$ cat src/core/crm_defines.svh
// Constants for the processor register set: reset values, vectors, direct page, CCR ones.
// Assumes inclusion by bare name from core/ sources.
`ifndef CRM_DEFINES_SVH
`define CRM_DEFINES_SVH
`define CRM_IDX_HI_RST 8'h00
`define CRM_SP_RST 16'h00FF
`define CRM_PC_RST 16'h0000
`define CRM_VEC_HI_ADDR 16'hFFFE
`define CRM_VEC_LO_ADDR 16'hFFFF
`define CRM_DIRECT_PAGE 8'h00
`define CRM_CCR_ONES 8'h60
`define CRM_STACK_LOW_RST 8'hFF
`endif

$ cat src/core/crm_pkg.sv
// Types for the processor register set.
// Assumes crm_defines.svh supplies constants.
package crm_pkg;
  // Sequencer commands to the register set
  typedef enum logic [3:0] {
    CRM_OP_NONE = 4'h0, CRM_OP_LD_A = 4'h1, CRM_OP_LD_X = 4'h2, CRM_OP_LD_H = 4'h3,
    CRM_OP_LD_HX = 4'h4, CRM_OP_X_CLR = 4'h5, CRM_OP_X_INC = 4'h6, CRM_OP_X_DEC = 4'h7,
    CRM_OP_X_COM = 4'h8, CRM_OP_X_NEG = 4'h9, CRM_OP_X_SHL = 4'hA, CRM_OP_X_SHR = 4'hB,
    CRM_OP_X_ROL = 4'hC, CRM_OP_X_ROR = 4'hD, CRM_OP_LD_CCR = 4'hE
  } crm_op_e;
  // Stack pointer commands
  typedef enum logic [2:0] {
    CRM_SP_NONE = 3'h0, CRM_SP_PUSH = 3'h1, CRM_SP_PULL = 3'h2,
    CRM_SP_ADJUST = 3'h3, CRM_SP_LOW_RST = 3'h4, CRM_SP_LOAD = 3'h5
  } crm_sp_e;
  // Reset vector fetch states, one-hot
  typedef enum logic [3:0] {
    CRM_ST_HI = 4'b0001, CRM_ST_LO = 4'b0010, CRM_ST_RUN = 4'b0100, CRM_ST_WAIT = 4'b1000
  } crm_st_e;
endpackage

$ cat src/core/crm_pc_if.sv
// Interface carrying program counter controls between the core and its counter.
// Assumes one clock domain shared with the register set.
`timescale 1ns/1ns
`default_nettype none
interface crm_pc_if;
  logic inc;        // Sequential advance
  logic load;       // Change-of-flow load
  logic [15:0] tgt; // Load target
  logic [15:0] pc;  // Current value
  modport core (output inc, output load, output tgt, input pc);
  modport cnt (input inc, input load, input tgt, output pc);
endinterface
`default_nettype wire

$ cat src/core/crm_pc_counter.sv
// Program counter: advances per fetched byte or loads a new target.
// Assumes the core drives at most one of inc or load meaningfully; load wins.
`timescale 1ns/1ns
`default_nettype none
`include "crm_defines.svh"
module crm_pc_counter
  import crm_pkg::*;
(
  // Clock and reset
  input wire logic mclk_i,
  input wire logic rst_i,
  input wire logic ce_i,
  // Control
  crm_pc_if.cnt pcb
);
  logic [15:0] pc_q;  // Counter value
  logic [15:0] next_pc;
  // Next value: load beats increment
  always_comb
  begin
    next_pc = pc_q;
    if (pcb.load)
    begin
      next_pc = pcb.tgt; // [RQ11]
    end
    else if (pcb.inc)
    begin
      next_pc = pc_q + 16'h0001; // [RQ10]
    end
  end
  // Register
  always_ff @(posedge mclk_i or posedge rst_i)
  begin
    if (rst_i)
      pc_q <= `CRM_PC_RST; // Cleared until the vector fetch loads it
    else if (ce_i)
      pc_q <= next_pc;
  end
  assign pcb.pc = pc_q;
endmodule
`default_nettype wire

$ cat src/core/crm_regs.sv
// Programmer-visible register set of an 8-bit core: A, H:X, SP, PC, CCR.
// Assumes a sequencer drives commands on mclk_i and memory answers reads in one cycle.
// Overview of operation
// RQ1 - Accumulator untouched by reset
// RQ2 - Reset clears H, keeps X
// RQ3 - H is high byte, X low byte
// RQ4 - Indexed address uses full H:X
// RQ5 - X usable as general 8-bit register
// RQ6 - Reset loads SP with 0x00FF
// RQ7 - SP addresses next free stack byte
// RQ8 - Stack adjust adds sign-extended immediate
// RQ9 - Stack low reset changes only low byte
// RQ10 - PC increments per fetched byte
// RQ11 - Change-of-flow loads PC target
// RQ12 - Reset loads PC from top vector
// RQ13 - Registers not memory mapped
// RQ14 - Direct address from one byte
// RQ15 - CCR bits 6 and 5 read one
// RQ16 - Updates visible to next instruction
`timescale 1ns/1ns
`default_nettype none
`include "crm_defines.svh"
module crm_regs
  import crm_pkg::*;
(
  // Clock, reset, enable
  input wire logic mclk_i,
  input wire logic rst_i,
  input wire logic ce_i,
  // Data register commands
  input wire logic [3:0] op_i,
  input wire logic [7:0] data_i,
  input wire logic [15:0] word_i,
  // Stack pointer commands
  input wire logic [2:0] sp_op_i,
  input wire logic [7:0] imm_i,
  input wire logic [15:0] sp_word_i,
  // Program counter commands
  input wire logic pc_inc_i,
  input wire logic pc_load_i,
  input wire logic [15:0] pc_tgt_i,
  // Memory read port for the reset vector fetch
  output logic mem_rd_o,
  output logic [15:0] mem_addr_o,
  input wire logic [7:0] mem_rdata_i,
  // Address formation inputs
  input wire logic [7:0] dir_byte_i,
  // Register views
  output logic [7:0] acc_o,
  output logic [7:0] idx_hi_o,
  output logic [7:0] idx_lo_o,
  output logic [15:0] idx_o,
  output logic [15:0] sp_o,
  output logic [15:0] pc_o,
  output logic [7:0] ccr_o,
  output logic [15:0] dir_addr_o,
  output logic running_o
);
  crm_pc_if pcb ();  // Counter link
  logic [7:0] acc;   // Accumulator, no reset
  logic [7:0] idx_hi; // Index upper byte
  logic [7:0] idx_lo; // Index lower byte, no reset
  logic [15:0] sp;   // Stack pointer
  logic [7:0] ccr;   // Condition codes
  logic [7:0] vec_hi; // Captured vector high byte
  crm_st_e st;       // Vector fetch state
  logic [7:0] next_acc;
  logic [7:0] next_idx_hi;
  logic [7:0] next_idx_lo;
  logic [15:0] next_sp;
  logic [7:0] next_ccr;
  logic [7:0] next_vec_hi;
  crm_st_e next_st;
  logic run;         // Out of vector fetch

  assign run = (st == CRM_ST_RUN);

  // Data registers: A, H, X, CCR next values
  always_comb
  begin
    next_acc = acc;
    next_idx_hi = idx_hi;
    next_idx_lo = idx_lo;
    next_ccr = ccr;
    if (run)
    begin
      case (crm_op_e'(op_i))
        CRM_OP_LD_A: next_acc = data_i;
        CRM_OP_LD_X: next_idx_lo = data_i;
        CRM_OP_LD_H: next_idx_hi = data_i;
        CRM_OP_LD_HX:
        begin
          next_idx_hi = word_i[15:8]; // [RQ3]
          next_idx_lo = word_i[7:0];
        end
        CRM_OP_X_CLR: next_idx_lo = 8'h00; // [RQ5]
        CRM_OP_X_INC: next_idx_lo = idx_lo + 8'h01; // [RQ5]
        CRM_OP_X_DEC: next_idx_lo = idx_lo - 8'h01; // [RQ5]
        CRM_OP_X_COM: next_idx_lo = ~idx_lo; // [RQ5]
        CRM_OP_X_NEG: next_idx_lo = 8'h00 - idx_lo; // [RQ5]
        CRM_OP_X_SHL: next_idx_lo = {idx_lo[6:0], 1'b0}; // [RQ5]
        CRM_OP_X_SHR: next_idx_lo = {1'b0, idx_lo[7:1]}; // [RQ5]
        CRM_OP_X_ROL: next_idx_lo = {idx_lo[6:0], ccr[0]}; // [RQ5]
        CRM_OP_X_ROR: next_idx_lo = {ccr[0], idx_lo[7:1]}; // [RQ5]
        CRM_OP_LD_CCR: next_ccr = data_i | `CRM_CCR_ONES; // [RQ15]
        default: next_ccr = ccr;
      endcase
    end
  end

  // A and X hold across reset; no reset branch at all
  always_ff @(posedge mclk_i)
  begin
    if (ce_i)
    begin
      acc <= next_acc; // [RQ1]
      idx_lo <= next_idx_lo; // [RQ2]
    end
  end

  // H and CCR reset
  always_ff @(posedge mclk_i or posedge rst_i)
  begin
    if (rst_i)
    begin
      idx_hi <= `CRM_IDX_HI_RST; // [RQ2]
      ccr <= `CRM_CCR_ONES;
    end
    else if (ce_i)
    begin
      idx_hi <= next_idx_hi;
      ccr <= next_ccr;
    end
  end

  // Stack pointer next value
  always_comb
  begin
    next_sp = sp;
    if (run)
    begin
      case (crm_sp_e'(sp_op_i))
        CRM_SP_PUSH: next_sp = sp - 16'h0001; // [RQ7]
        CRM_SP_PULL: next_sp = sp + 16'h0001; // [RQ7]
        CRM_SP_ADJUST: next_sp = sp + {{8{imm_i[7]}}, imm_i}; // [RQ8]
        CRM_SP_LOW_RST: next_sp = {sp[15:8], `CRM_STACK_LOW_RST}; // [RQ9]
        CRM_SP_LOAD: next_sp = sp_word_i;
        default: next_sp = sp;
      endcase
    end
  end

  // Stack pointer register
  always_ff @(posedge mclk_i or posedge rst_i)
  begin
    if (rst_i)
      sp <= `CRM_SP_RST; // [RQ6]
    else if (ce_i)
      sp <= next_sp;
  end

  // Vector fetch sequence: high byte, then low byte, then run
  always_comb
  begin
    next_st = st;
    next_vec_hi = vec_hi;
    case (st)
      CRM_ST_HI: next_st = CRM_ST_WAIT;
      CRM_ST_WAIT:
      begin
        next_vec_hi = mem_rdata_i; // [RQ12]
        next_st = CRM_ST_LO;
      end
      CRM_ST_LO: next_st = CRM_ST_RUN;
      CRM_ST_RUN: next_st = CRM_ST_RUN;
      default: next_st = CRM_ST_HI;
    endcase
  end

  // Sequence registers
  always_ff @(posedge mclk_i or posedge rst_i)
  begin
    if (rst_i)
    begin
      st <= CRM_ST_HI;
      vec_hi <= 8'h00;
    end
    else if (ce_i)
    begin
      st <= next_st;
      vec_hi <= next_vec_hi;
    end
  end

  // Memory read request during vector fetch
  always_comb
  begin
    mem_rd_o = 1'b0;
    mem_addr_o = `CRM_VEC_HI_ADDR;
    if (st == CRM_ST_HI)
    begin
      mem_rd_o = 1'b1;
      mem_addr_o = `CRM_VEC_HI_ADDR; // [RQ12]
    end
    else if (st == CRM_ST_WAIT)
    begin
      mem_rd_o = 1'b1;
      mem_addr_o = `CRM_VEC_LO_ADDR; // [RQ12]
    end
  end

  // Counter control: vector load at end of fetch, else sequencer
  always_comb
  begin
    pcb.inc = run & pc_inc_i; // [RQ10]
    pcb.load = 1'b0;
    pcb.tgt = pc_tgt_i;
    if (st == CRM_ST_LO)
    begin
      pcb.load = 1'b1;
      pcb.tgt = {vec_hi, mem_rdata_i}; // [RQ12]
    end
    else if (run & pc_load_i)
    begin
      pcb.load = 1'b1; // [RQ11]
    end
  end

  crm_pc_counter u_pc (
    .mclk_i(mclk_i),
    .rst_i(rst_i),
    .ce_i(ce_i),
    .pcb(pcb)
  );

  // Views are the registers themselves, visible the cycle after update; dir_addr_o follows dir_byte_i in the same cycle
  assign acc_o = acc; // [RQ16]
  assign idx_hi_o = idx_hi;
  assign idx_lo_o = idx_lo;
  assign idx_o = {idx_hi, idx_lo}; // [RQ4]
  assign sp_o = sp;
  assign pc_o = pcb.pc;
  assign ccr_o = ccr | `CRM_CCR_ONES; // [RQ15]
  assign dir_addr_o = {`CRM_DIRECT_PAGE, dir_byte_i}; // [RQ14]
  assign running_o = run; // [RQ13]
endmodule
`default_nettype wire

$ cat config.mk
export PLATFORM = sky130hd
export DESIGN_NAME = crm_regs
export DESIGN_NICKNAME = d
export VERILOG_FILES = /design/src/core/crm_pkg.sv /design/src/core/crm_pc_if.sv /design/src/core/crm_pc_counter.sv /design/src/core/crm_regs.sv
export VERILOG_INCLUDE_DIRS = /design/src /design/src/core
export SDC_FILE = /design/constraint.sdc
export NUM_CORES = 1
export LEC_CHECK = 0
export BUFFER_PORTS_ARGS = -buffer_cell sky130_fd_sc_hd__clkbuf_2
export CORE_AREA = 2 2 122 94
export CTS_BUF_LIST = sky130_fd_sc_hd__clkbuf_8
export CTS_CLUSTER_DIAMETER = 80
export DETAILED_ROUTE_END_ITERATION = 7
export DIE_AREA = 0 0 124 96
export GPL_TIMING_DRIVEN = 0
export MAX_ROUTING_LAYER = met4
export PLACE_DENSITY = 0.86
export SLEW_MARGIN = 20
export SYNTH_ARGS = -nofsm -noshare
export SYNTH_HDL_FRONTEND = slang
export SYNTH_SLANG_ARGS = --single-unit
$ cat constraint.sdc
create_clock -name mclk_i -period 4 [get_ports mclk_i]
set_input_delay 0.8 -clock mclk_i [delete_from_list [all_inputs] [get_ports mclk_i]]
set_output_delay 0.8 -clock mclk_i [all_outputs]
set_load 0.01 [all_outputs]
# Word-level counts from Yosys, hierarchy flattened
# Cells that the tools add are included.
# W data, S select, Z words.
[totals]
reg_bits = 74
wordCells = 70
[classes]
mux = 13
eq_ne = 23
bitwise_logic = 4
n_reduce_logical = 14
addsub = 7
[ops]
columns = ["operator", "count"]
rows = [
  ["$pmux W8 S11", 1],
  ["$pmux W16 S5", 1],
  ["$mux W16", 3],
  ["$add A16 B1 Y16 const B", 2],
  ["$eq A4 B4 Y1 const B", 8],
  ["$eq A4 B3 Y1 const B", 5],
  ["$add A16 B16 Y16", 1],
  ["$pmux W8 S2", 1],
  ["$sub A16 B1 Y16 const B", 1],
  ["$reduce_and A3 Y1", 5],
  ["$eq A4 B2 Y1 const B", 3],
  ["$pmux W4 S3", 1],
  ["$reduce_bool A11 Y1", 1],
  ["$add A8 B1 Y8 const B", 1],
  ["$eq A4 B1 Y1 const B", 2],
  ["$not A8 Y8", 1],
  ["$sub A1 B8 Y8 const A", 1],
  ["$sub A8 B1 Y8 const B", 1],
  ["$eq A3 B2 Y1 const B", 2],
  ["$eq A3 B3 Y1 const B", 2],
  ["$mux W1", 6],
  ["$reduce_bool A5 Y1", 1],
  ["$reduce_and A2 Y1", 2],
  ["$reduce_and A4 Y1", 1],
  ["other kinds (6)", 8],
]

# Depth between registers and ports, before layout
[logic_depth]
ltp_word = 6
depth_mapped = 13
ltp_nobuf = 10

# Modules after synthesis
# Synthesis repeated with hierarchy kept, for this count alone.
[hier_totals]
cells_unflattened = 663
hier_area_um2 = 5748.0
[by_module_without_submodules]
columns = ["module", "n_inst", "cells_per_inst", "area_per_inst_um2"]
rows = [
  ["crm_regs", 1, 529, 4618.2],
  ["crm_pc_counter", 1, 134, 1129.8],
]

# Worst setup path after synthesis
# No wires, ideal clock.
[synth_timing]
kind = "input to register"
start = "in sp_op_i[1]"
end = "reg sp[10], in the netlist sp_o[10]"
path_stages = 12
required_time_ns = 3.864
setup_slack_ns = 0.567
t_arrival_ns = 3.297
path_buffers = 2
setup_ns = 0.136
path_cell_list = "clkbuf_1 nor2b_1 clkbuf_1 nand3b_1 ha_1 fa_1 a21o_1 a221o_1 a311oi_1 o21ai_0 a31oi_1 o21ai_0"
[synth_via]
elab_chain_cells = 3
word_cells_on_any_way = 9
classes_between = "eq/ne (5); mux (1); bitwise (1); reduce/logical (2)"
[synth_lines]
columns = ["item", "line_no", "source"]
rows = [
  ["start: declaration", "crm_regs.sv:35", "input wire logic [2:0] sp_op_i,"],
  ["$eq A3 B3 Y1 (tied with other cells)", "crm_regs.sv:142", "case (crm_sp_e'(sp_op_i))"],
  ["$reduce_bool A4 Y1 (no source line) / $not A1 Y1 (equally long branches)", "n/a", ""],
  ["$reduce_and A4 Y1 (no source line)", "n/a", ""],
  ["end signal: assignment", "crm_regs.sv:157", "sp <= `CRM_SP_RST;"],
  ["end signal: assignment", "crm_regs.sv:159", "sp <= next_sp;"],
  ["end: declaration", "crm_regs.sv:63", "logic [15:0] sp;"],
]
# Several ways; a longest one is shown, not always the timed one.
# A chain may end at the register's enable or synchronous reset.

# Worst setup path in the final report
[layout_timing]
start = "in sp_op_i[0]"
end = "reg sp[10], in the netlist sp_o[10]"
# Same word-level chain as after synthesis.

==> impl_metrics.json <==
{
  "r2r_end": "idx_lo_o[6]",
  "postCtsHoldBufs": 0,
  "io_pins": 206,
  "gr-total-overflow": 0,
  "cts_resized": 0,
  "antenna_found_initial": 0,
  "hold_viol_final": 0,
  "synth_edf_count": 16,
  "first_pass_iters": 5,
  "r2r-start": "idx_lo_o[1]",
  "grt_max_degree": 48,
  "htreeDepth": 3,
  "num_rows": 33,
  "drt-met1-wl_mm": 7.60,
  "avgSynthCellArea_sq_um": 8.47,
  "drive_gt1_frac": 0.316,
  "clock.fmax_mhz": 270,
  "grt_usage": 0.283,
  "drc": 0,
  "p_leak_nw": 3.32,
  "reg2regPathDepth": 9,
  "grt_pass1_vias": 5170,
  "final_common_cell": "clkbuf_2",
  "dp_hpwl_mm": 12.7,
  "portBuffers": 169,
  "syn-instance-count": 681,
  "ir_worst_vdd_mv": 0.356,
  "fin_crit_ns": 3.70,
  "cts.sinks": 74,
  "powerDensity_nw_per_um2": 527,
  "criticalPathCategory": "primary input to flip-flop",
  "ys_ff_latch": 74,
  "utilization": 0.659,
  "yosys.cell_types.count": 70,
  "area_growth_pct": 22.7,
  "final_nets": 996,
  "finalClockSkew_ns": 0.00982,
  "numCtsBuffers": 9,
  "setup_viol": 0,
  "async_reset_ff_frac": 0.784,
  "grt_pass1_wl_mm": 25.5,
  "start_util": 0.537,
  "dieHeight_microns": 96,
  "path_max_fanout": 10,
  "maxCapViolCount": 0,
  "grt_setup_unrepaired": "no",
  "num_vias": 5867,
  "die-area_sq_um": 11900,
  "relSlewSlack": 0.353,
  "wl_per_cell_microns": 16.2,
  "wl_met2_mm": 7.08,
  "clkTransAtPathRegs_ns": 0.08,
  "worst_pin_slew_ns": 0.963,
  "ctsRootBufferMaster": "clkbuf_8",
  "cp-end-kind": "flip-flop",
  "syn_area_sq_um": 5770,
  "required_ns": 4.21,
  "status": "completed",
  "ys.flop_type": "dfrtp_1",
  "cts_buffer_depth": 2,
  "crit_arrival_ns": 3.92,
  "period_share": 0.926,
  "drt_iter0_drc": 580,
  "cp-start-kind": "primary input",
  "wl_mm": 16.7,
  "diodes": 0,
  "ant_nets": 0,
  "coreArea_sq_um": 10700,
  "vias_per_cell": 5.70,
  "rrSetupSlack_ns": 1.28,
  "fin_setup_tns_ns": 0,
  "gp_congestion": 0.997,
  "final_cell_mix": "169 x clkbuf_2, 74 x nand2_1, 62 x a21oi_1",
  "pre_cts_slack_ns": 0.0218,
  "postCtsSetupBuffers": 0,
  "maxSlewViolCount": 0,
  "worstSkewPairLatency_ns": 0.34,
  "synth_warnings": 0,
  "yosysSeqAreaShare": 0.337,
  "cts_tree": "done",
  "die_w_microns": 124,
  "worst_slack_ns": 0.297,
  "top_layer_used": "met4",
  "hold_path.class": "primary input to asynchronous set/reset pin",
  "met3_length_mm": 1.82
}
==> through the flow <==
| stage | area (sq um) | std cells | power (mW) | hold WS, ns |
|---|---|---|---|---|
| floorplan | 5850 | 704 | 2.61 | 0.474 |
| global placement | 6880 | 1013 | 3.15 | 0.478 |
| detailed placement | 6910 | 1014 | 3.20 | 0.486 |
| CTS | 7080 | 1030 | 3.72 | 0.354 |
| global route | 7080 | 1030 | 4.02 | 0.348 |
| finish | 7080 | 1030 | 3.73 | 0.372 |
==> Yosys cell counts (4+ instances only) <==
cell type	n	area (sq um)
a21o_1	7	52.6
mux2i_1	21	210
xor2_1	6	52.6
mux2_4	6	90.1
nand3b_1	5	37.5
xnor2_1	17	149
clkbuf_1	30	113
buf_4	49	368
a31oi_1	6	37.5
buf_2	8	40.0
nor2_1	53	199
o22ai_1	6	37.5
dfstp_2	9	236
a211oi_1	4	30.0
nand4_1	5	31.3
buf_1	5	18.8
or3_1	10	62.6
inv_1	13	48.8
nand3_1	19	95.1
o21a_1	5	37.5
o22a_1	8	70.1
edfxtp_1	16	480
nand2_1	74	278
dfrtp_1	49	1230
mux2_2	15	169
o31ai_1	5	37.5
o21ai_0	52	260
a22oi_1	4	30.0
and3_1	12	75.1
ha_1	18	225
nor2b_1	6	37.5
nor3_1	14	70.1
a22o_1	4	35.0
a21oi_1	62	310
==> power breakdown <==
group          switching (mW)  internal [mW]
logic                    1.02          0.887
clock network           0.275          0.234
registers               0.252           1.06
==> state kept, by name, indices dropped and copies added (netlist names) <==
| signal | count |
|---|---|
| acc_o | 8 |
| idx_lo_o | 8 |
| idx_hi_o | 8 |
| st | 4 |
| u_pc.pcb.pc | 16 |
| ccr | 6 |
| sp_o | 16 |
| vec_hi | 8 |
==> cells by family (layout without fill, tap and decap cells) <==
logic type | count (synthesis) | in the layout | share of synthesized area
XOR/XNOR | 23 | 23 | 0.0349
flip-flops | 74 | 74 | 0.337
AO/OA/AOI/OAI | 194 | 194 | 0.210
AND/OR/NAND/NOR | 218 | 218 | 0.184
adder cells (fa/ha/maj) | 20 | 20 | 0.0443
multiplexers | 42 | 42 | 0.0813
buffers and inverters | 108 | 294 | 0.108
other | 2 | 25 | 0.00130
==> metal layers <==
layer	global-route usage	up-vias
met2	0.415	378
li1	-	2803
met5	-	-
met3	0.0563	24
met1	0.407	2662
met4	0.0627	0
==> worst max-delay path, stage by stage <==
cell	delay (ns)
clkbuf_1	0.34
clkbuf_1	0.45
nand3b_1	0.14
ha_1	0.23
fa_1	0.41
a21o_1	0.19
a221o_1	0.34
a311oi_1	0.58
o21ai_0	0.16
a31oi_1	0.18
o21ai_0	0.08
==> worst max-delay path by stage <==
stage,startpoint,to,slack (ns),cells after the start
floorplan,sp_op_i[1],sp_o[10],0.57,12
detailed placement,sp_op_i[0],sp_o[10],0.02,11
finish,sp_op_i[0],sp_o[10],0.30,11
CTS,sp_op_i[0],sp_o[10],0.40,11
global route,sp_op_i[0],sp_o[12],0.16,11
global placement,sp_op_i[0],sp_o[14],0.08,11
==> area by class of cell <==
cell class | instances | area (sq um)
buffer | 95 | 573
clock buffer | 10 | 138
clock inverter | 6 | 27.5
fill | 908 | 3660
inverter | 13 | 51.3
multi-input combinational | 522 | 3290
sequential | 74 | 1940
tap | 140 | 175
timing repair buffer | 170 | 873
Note: power is estimated with default switching activity, not from simulation.
